===== src/lock_pkg.sv =====
// Purpose: Shared constants and types for the debug port security lock
// Assumes: One 100 MHz clock, synchronous active-high reset
// Notes:   Storage widths are fixed; nothing here is meant to be overridden
package lock_pkg;

  // ==========================================================================
  // Key latch and vote
  // ==========================================================================
  localparam int KEY_W = 32;
  localparam int CNT_W = 6;
  localparam logic [CNT_W-1:0] VOTE_MIN = 6'h1c;
  // Arbitrary value, chosen only for this code base
  localparam logic [KEY_W-1:0] KEY_PATTERN = 32'h1234_abcd;
  localparam logic [KEY_W-1:0] KEY_RST = 32'h0000_0000;

  // ==========================================================================
  // Flash protection and block permissions
  // ==========================================================================
  localparam int PROT_W = 2;
  localparam logic [PROT_W-1:0] PROT_NONE = 2'h0;
  localparam int BLK_N = 16;
  localparam int BLK_IDX_W = 4;

  // ==========================================================================
  // Debug and trace selection
  // ==========================================================================
  localparam int SEL_W = 2;
  localparam logic [SEL_W-1:0] DBG_NONE = 2'h0;
  localparam logic [SEL_W-1:0] DBG_JTAG = 2'h1;
  localparam logic [SEL_W-1:0] DBG_SWD = 2'h2;
  localparam logic [SEL_W-1:0] TRC_NONE = 2'h0;
  localparam logic [SEL_W-1:0] TRC_SWV = 2'h1;
  localparam logic [SEL_W-1:0] TRC_PORT = 2'h2;
  localparam int TRACE_PINS = 5;
  localparam logic [TRACE_PINS-1:0] TRACE_OE_ALL = 5'h1f;
  localparam logic [TRACE_PINS-1:0] TRACE_OE_OFF = 5'h00;

  // ==========================================================================
  // Key programming sequence
  // ==========================================================================
  typedef enum logic [2:0] {
    PROG_IDLE   = 3'b001,
    PROG_LOADED = 3'b010,
    PROG_ARMED  = 3'b100
  } prog_t;

  typedef struct packed {
    prog_t fsm;
    logic [KEY_W-1:0] vol;
    logic [KEY_W-1:0] nv;
    logic locked;
    logic [PROT_W-1:0] prot;
    logic key_rej;
    logic blk_grant;
    logic blk_deny;
    logic test_en;
    logic jtag_en;
    logic swd_en;
    logic swv_en;
    logic tport_en;
    logic illegal;
    logic [KEY_W-1:0] rd_data;
    logic rd_valid;
  } lock_st_t;

endpackage


===== src/key_vote_if.sv =====
// Purpose: Carries the latch cells to the vote and the vote result back
// Assumes: Purely combinational path
// Notes:   One modport per side
`timescale 1ns/1ps
interface key_vote_if;
  logic [lock_pkg::KEY_W-1:0] cells;
  logic match;
  modport voter (input cells, output match);
  modport owner (output cells, input match);
endinterface


===== src/debug_port_security_lock.sv =====
// Purpose: Lockout of debug, test and programming ports by a one-time key
// Assumes: All request inputs come from logic on i_ref_clk
// Notes:   Latch cells and protection level survive reset unless i_cell_restore loads the power-up image
`timescale 1ns/1ps
module debug_port_security_lock (
  input wire logic i_ref_clk, // 100 MHz clock
  input wire logic i_rst, // Synchronous reset, active high
  input wire logic i_key_load, // Pulse: load key into volatile stage
  input wire logic [lock_pkg::KEY_W-1:0] i_key_data, // Key value
  input wire logic i_key_commit, // Pulse: program volatile stage into cells
  input wire logic i_cell_restore, // During reset: load power-up cell image
  input wire logic [lock_pkg::KEY_W-1:0] i_cell_data, // Power-up cell image
  input wire logic [lock_pkg::PROT_W-1:0] i_prot_image, // Power-up protection level
  input wire logic i_prot_set, // Pulse: raise protection level
  input wire logic [lock_pkg::PROT_W-1:0] i_prot_level, // Requested level
  input wire logic i_full_erase, // Pulse: full-device erase
  input wire logic i_blk_req, // Pulse: block erase/program/verify request
  input wire logic [lock_pkg::BLK_IDX_W-1:0] i_blk_idx, // Block index
  input wire logic [lock_pkg::BLK_N-1:0] i_blk_permit, // Per-block permission
  input wire logic i_test_req, // Level: test mode wanted
  input wire logic [lock_pkg::SEL_W-1:0] i_dbg_sel, // Debug port choice
  input wire logic [lock_pkg::SEL_W-1:0] i_trace_sel, // Trace port choice
  input wire logic i_readback_req, // Pulse: read latch cells
  output logic o_locked, // Sampled lock, level
  output logic o_armed, // Key committed, waits for reset
  output logic o_key_rejected, // Pulse: key load or commit refused
  output logic [lock_pkg::PROT_W-1:0] o_prot_level, // Current protection level
  output logic o_blk_grant, // Pulse: block operation allowed
  output logic o_blk_deny, // Pulse: block operation refused
  output logic o_test_en, // Test mode enable
  output logic o_jtag_en, // JTAG port enable
  output logic o_swd_en, // SWD port enable
  output logic o_swv_en, // SWV output enable on JTAG data-out pin
  output logic [lock_pkg::TRACE_PINS-1:0] o_trace_oe, // Parallel trace pin enables
  output logic o_cfg_illegal, // Requested port pairing refused
  output logic [lock_pkg::KEY_W-1:0] o_readback_data, // Latch cell readback
  output logic o_readback_valid // Pulse: readback data valid
);

  // ==========================================================================
  // State and vote
  // ==========================================================================
  lock_pkg::lock_st_t st_ff;
  lock_pkg::lock_st_t nxt_st;
  key_vote_if vif ();
  logic open_acc;
  logic no_prot;
  logic legal;
  logic key_open;

  assign vif.cells = st_ff.nv;

  key_vote u_vote (
    .vif(vif.voter)
  );

  assign open_acc = ~st_ff.locked;
  assign no_prot = (st_ff.prot == lock_pkg::PROT_NONE);
  assign key_open = open_acc && no_prot;

  // ==========================================================================
  // Port pairing check
  // ==========================================================================
  always_comb begin
    legal = 1'b0;
    // SWV would collide with JTAG on the shared pin, so that pairing is absent
    case ({i_dbg_sel, i_trace_sel})
      {lock_pkg::DBG_NONE, lock_pkg::TRC_NONE},
      {lock_pkg::DBG_NONE, lock_pkg::TRC_SWV},
      {lock_pkg::DBG_NONE, lock_pkg::TRC_PORT},
      {lock_pkg::DBG_JTAG, lock_pkg::TRC_NONE},
      {lock_pkg::DBG_JTAG, lock_pkg::TRC_PORT},
      {lock_pkg::DBG_SWD, lock_pkg::TRC_NONE},
      {lock_pkg::DBG_SWD, lock_pkg::TRC_SWV},
      {lock_pkg::DBG_SWD, lock_pkg::TRC_PORT}: begin
        legal = 1'b1;
      end
      default: begin
        legal = 1'b0;
      end
    endcase
  end

  // ==========================================================================
  // Next state
  // ==========================================================================
  always_comb begin
    nxt_st = st_ff;
    nxt_st.key_rej = 1'b0;
    nxt_st.blk_grant = 1'b0;
    nxt_st.blk_deny = 1'b0;
    nxt_st.rd_valid = 1'b0;

    // Load may repeat until commit; commit freezes the key until reset
    case (st_ff.fsm)
      lock_pkg::PROG_IDLE: begin
        if (i_key_load) begin
          if (key_open) begin
            nxt_st.vol = i_key_data;
            nxt_st.fsm = lock_pkg::PROG_LOADED;
          end else begin
            nxt_st.key_rej = 1'b1;
          end
        end else if (i_key_commit) begin
          nxt_st.key_rej = 1'b1;
        end
      end
      lock_pkg::PROG_LOADED: begin
        if (i_key_load) begin
          if (key_open) begin
            nxt_st.vol = i_key_data;
          end else begin
            nxt_st.key_rej = 1'b1;
          end
        end else if (i_key_commit) begin
          if (key_open) begin
            nxt_st.nv = st_ff.vol;
            nxt_st.fsm = lock_pkg::PROG_ARMED;
          end else begin
            nxt_st.key_rej = 1'b1;
          end
        end
      end
      lock_pkg::PROG_ARMED: begin
        // Cells are committed; nothing more is taken until the next reset
        if (i_key_load || i_key_commit) begin
          nxt_st.key_rej = 1'b1;
        end
      end
      default: begin
        nxt_st.fsm = lock_pkg::PROG_IDLE;
        nxt_st.key_rej = i_key_load || i_key_commit;
      end
    endcase

    if (i_full_erase && open_acc) begin
      nxt_st.prot = lock_pkg::PROT_NONE;
    end else if (i_prot_set && open_acc && (i_prot_level > st_ff.prot)) begin
      nxt_st.prot = i_prot_level;
    end

    if (i_blk_req) begin
      if (open_acc && i_blk_permit[i_blk_idx]) begin
        nxt_st.blk_grant = 1'b1;
      end else begin
        nxt_st.blk_deny = 1'b1;
      end
    end

    nxt_st.test_en = open_acc && i_test_req;
    nxt_st.illegal = ~legal;
    nxt_st.jtag_en = open_acc && legal && (i_dbg_sel == lock_pkg::DBG_JTAG);
    nxt_st.swd_en = open_acc && legal && (i_dbg_sel == lock_pkg::DBG_SWD);
    nxt_st.swv_en = open_acc && legal && (i_trace_sel == lock_pkg::TRC_SWV);
    nxt_st.tport_en = open_acc && legal && (i_trace_sel == lock_pkg::TRC_PORT);

    if (i_readback_req) begin
      nxt_st.rd_data = st_ff.nv;
      nxt_st.rd_valid = 1'b1;
    end

    if (i_rst) begin
      nxt_st.fsm = lock_pkg::PROG_IDLE;
      nxt_st.vol = lock_pkg::KEY_RST;
      nxt_st.key_rej = 1'b0;
      nxt_st.blk_grant = 1'b0;
      nxt_st.blk_deny = 1'b0;
      nxt_st.test_en = 1'b0;
      nxt_st.jtag_en = 1'b0;
      nxt_st.swd_en = 1'b0;
      nxt_st.swv_en = 1'b0;
      nxt_st.tport_en = 1'b0;
      nxt_st.illegal = 1'b0;
      nxt_st.rd_data = lock_pkg::KEY_RST;
      nxt_st.rd_valid = 1'b0;
      nxt_st.nv = st_ff.nv;
      nxt_st.prot = st_ff.prot;
      if (i_cell_restore) begin
        nxt_st.nv = i_cell_data;
        nxt_st.prot = i_prot_image;
      end
      nxt_st.locked = vif.match;
    end
  end

  always_ff @(posedge i_ref_clk) begin
    st_ff <= nxt_st;
  end

  // ==========================================================================
  // Outputs
  // ==========================================================================
  // Enables and pulses come straight from state flip-flops
  assign o_locked = st_ff.locked;
  assign o_armed = (st_ff.fsm == lock_pkg::PROG_ARMED);
  assign o_key_rejected = st_ff.key_rej;
  assign o_prot_level = st_ff.prot;
  assign o_blk_grant = st_ff.blk_grant;
  assign o_blk_deny = st_ff.blk_deny;
  assign o_test_en = st_ff.test_en;
  assign o_jtag_en = st_ff.jtag_en;
  assign o_swd_en = st_ff.swd_en;
  assign o_swv_en = st_ff.swv_en;
  assign o_trace_oe = st_ff.tport_en ? lock_pkg::TRACE_OE_ALL : lock_pkg::TRACE_OE_OFF;
  assign o_cfg_illegal = st_ff.illegal;
  assign o_readback_data = st_ff.rd_data;
  assign o_readback_valid = st_ff.rd_valid;

endmodule // debug_port_security_lock


===== src/key_vote.sv =====
// Purpose: Super-majority vote of the latch cells against the key pattern
// Assumes: Cells are stable while read
// Notes:   A few failed bits do not drop the result
`timescale 1ns/1ps
module key_vote (
  key_vote_if.voter vif // Cells in, match out
);

  logic [lock_pkg::CNT_W-1:0] hits;

  always_comb begin
    hits = '0;
    for (int i = 0; i < lock_pkg::KEY_W; i++) begin
      hits = hits + lock_pkg::CNT_W'(~(vif.cells[i] ^ lock_pkg::KEY_PATTERN[i]));
    end
  end

  assign vif.match = (hits >= lock_pkg::VOTE_MIN);

endmodule // key_vote


===== config.mk =====
export PLATFORM = sky130hd
export DESIGN_NAME = debug_port_security_lock
export DESIGN_NICKNAME = d
export VERILOG_FILES = /design/src/lock_pkg.sv /design/src/key_vote_if.sv /design/src/debug_port_security_lock.sv /design/src/key_vote.sv
export SDC_FILE = /design/constraint.sdc
export NUM_CORES = 1
export LEC_CHECK = 0
export ABC_CLOCK_PERIOD_IN_PS = 5100
export BUFFER_PORTS_ARGS = -buffer_cell sky130_fd_sc_hd__buf_2
export CAP_MARGIN = 25
export CORE_UTILIZATION = 35
export DETAILED_ROUTE_END_ITERATION = 8
export PLACE_DENSITY = 0.69
export SLEW_MARGIN = 20
export SYNTH_ARGS = -nofsm -noshare
export SYNTH_HDL_FRONTEND = slang
export SYNTH_HIERARCHICAL = 1
export SYNTH_SLANG_ARGS = --single-unit

===== constraint.sdc =====
create_clock -name i_ref_clk -period 5.1 [get_ports i_ref_clk]
set_input_delay 1.02 -clock i_ref_clk [delete_from_list [all_inputs] [get_ports i_ref_clk]]
set_output_delay 1.02 -clock i_ref_clk [all_outputs]
set_load 0.005 [all_outputs]

==> impl_metrics.yaml <==
status:
  status: "finished clean"
drt:
  vias: 3840
  dr.pass1.iters: 4
  drt-total-wl_mm: 12.0
  postRouteAntennaNets: 0
  drcViolationCount: 0
  vias_per_cell: 4.47
  drt-initial-drc-count: 130
  wire_per_inst_um: 13.9
synth:
  syn-mean-instance-area_um2: 10.3
  synth_edf_count: 35
  synth_nets: 677
  netlist_area_um2: 5560
  ys_seq_elements: 112
  async_flop_share: 0
  synth_flop_cell: "dfxtp_1"
  seq_area_frac_synth: 0.466
  syn_inst: 542
  ys_warn_count: 6
  yosysUniqueCellTypes: 44
worst_setup_path:
  cp_num_buf_inv: 4
  required_ns: 5.18
  end_kind: "register"
  path_cells: "inv_1 -> fa_1 -> inv_1 -> fa_1 -> fa_1 -> fa_1 -> fa_1 -> inv_1 -> fa_1 -> inv_1 -> ha_1 -> a211oi_2 -> nor3b_1 -> o21ai_0 -> o311ai_1"
  critPathArrivalTime_ns: 4.97
  crit_path_max_fanout: 2
  crit_family: "adder cells"
  timing.rr.start: "vif.cells[0]"
  crit_type: "reg2reg"
  crit_top_cell: "fa_1"
  crit_path_top_delay_cell: "fa_1"
  critical-path-max-stage-delay_ns: 0.54
  crit_path_start_kind: "register"
  critPathLaunch: "vif.cells[0]"
grt:
  grt.total_usage: 0.152
  grt_pass1_wl_mm: 18.8
  antenna_found_initial: 0
  overflow: 0
  grt_pass1_vias: 3686
  grt_max_degree: 80
final_layout:
  diodes: 0
  final_cell_area_um2: 6550
  nets: 779
  drive_gt1_frac: 0.327
  area_growth_pct: 17.9
  final_core_util: 0.426
cts:
  numCtsBuffers: 9
  cts_buffer_depth: 2
  cts-htree-levels: 3
  clk_pin_slew_ns: 0.07
  cts_root_buf: "clkbuf_16"
  cts_hold_buf: 0
  clock_sinks: 112
  insertion_delay_ns: 0.35
  cts_setup_buffers: 0
  cts_tree: "built"
  cts_resized: 0
sta:
  maxSlewViolCount: 0
  finalClockSkew_ns: 0.00838
  slew_headroom: 0.403
  fmax_mhz: 205
  fin_crit_ns: 4.89
  layout_setup_ws_ns: 0.211
  hold_violations: 0
  finalCritPeriodShare: 0.959
  tightest_slew_ns: 0.895
  setup_viol: 0
die:
  fp-row-count: 45
  ios: 152
  die_h_um: 128
  start_util: 0.362
  core_area_um2: 15400
  dieWidth_um: 128
  dieArea_um2: 16400
placement:
  post-dp-hpwl_mm: 8.94
  port_buffers: 151
  placed_cell_area_um2: 6220
  gp_congestion: 0.748
  dp_slack_ns: 0.171
hold_path:
  holdCritStartpoint: "st_ff[103]"
  hold_class: "reg2reg"
run:
  cap_violations: 0
pwr:
  power_density_nw_per_um2: 425
  vdd_drop_max_mv: 0.212
  p_leak_nw: 3.00
-- flip-flops by register name, indices dropped and copies added (netlist names), 2 cells and up --
register	count
o_prot_level	2
o_readback_data	32
st_ff	36
vif.cells	32
-- per-stage QoR --
stage               setup TNS, ns  power, mW  cells  hold slack [ns]
floorplan                       0       1.81    542            0.434
global placement                0       1.98    843            0.440
detailed placement              0       2.02    843            0.445
CTS                             0       2.73    859            0.455
global route             -0.00183       2.98    860            0.468
finish                          0       2.78    860            0.452
-- final cells by class --
| class | count | area (um2) |
|---|---|---|
| inverters | 53 | 199 |
| well taps | 211 | 264 |
| flip-flops and latches | 112 | 2590 |
| clock inverters | 3 | 43.8 |
| clock buffers | 13 | 250 |
| fillers | 1509 | 8820 |
| multi-input cells | 312 | 2390 |
| repair buffers | 156 | 808 |
-- cell usage in the layout (no fill, tap or decap), types with 4 or more instances in the layout --
master / n
o21ai_0: 5
nor3_1: 4
mux2_2: 32
mux2i_1: 40
a21oi_1: 38
nor2_1: 37
nand2_1: 77
fa_1: 23
edfxtp_1: 35
nor2b_1: 4
inv_1: 53
buf_2: 150
ha_1: 9
nand3_1: 7
clkbuf_16: 9
buf_4: 5
dfxtp_1: 77
-- metal layers --
metal / GRT usage / share of wire / vias up
met3: 0.0442 / 0.064 / 15
met1: 0.184 / 0.43 / 1763
li1: - / - / 1953
met5: 0 / 0 / -
met2: 0.260 / 0.49 / 109
met4: 0.0457 / 0.013 / 0
-- final timing paths --
check        depth (start not counted)  slack, ns          to
max                                 15       0.21    o_locked
max reg2reg                         15       0.21    o_locked
min                                  2       0.45  st_ff[103]
min reg2reg                          2       0.45  st_ff[103]
-- synth_stat cells (all sizes together) (5+ instances only) --
master  number  area share
nor2        37       0.025
nand3        7      0.0063
fa          24       0.086
edfxtp      35        0.19
o21ai        5      0.0045
dfxtp       77        0.28
nand2       77       0.052
a21oi       38       0.034
inv         53       0.036
buf         49       0.062
clkbuf      16       0.011
mux2        32       0.065
mux2i       40       0.072
ha           9       0.020
-- power by group --
part	internal, mW	total, mW	switching [mW]
sequential	0.997	1.04	0.0465
combinational	0.468	1.03	0.567
clock	0.396	0.706	0.310
-- tightest hold or removal path: stages (launching register included) --
cell	delay, ns
dfxtp_1	0.31
nand2_1	0.05
a21oi_1	0.05
-- logic make-up (layout without fill, tap and decap cells) --
logic type | after synthesis | in the layout | share of synthesized area
AND/OR/NAND/NOR | 150 | 150 | 0.120
buffers and inverters | 118 | 225 | 0.109
flip-flops | 112 | 112 | 0.466
multiplexers | 72 | 72 | 0.137
AO/OA/AOI/OAI | 55 | 55 | 0.0585
adder cells (fa/ha/maj) | 33 | 33 | 0.107
XOR/XNOR | 2 | 2 | 0.00315
No activity file was read; power rests on OpenSTA's default activity.
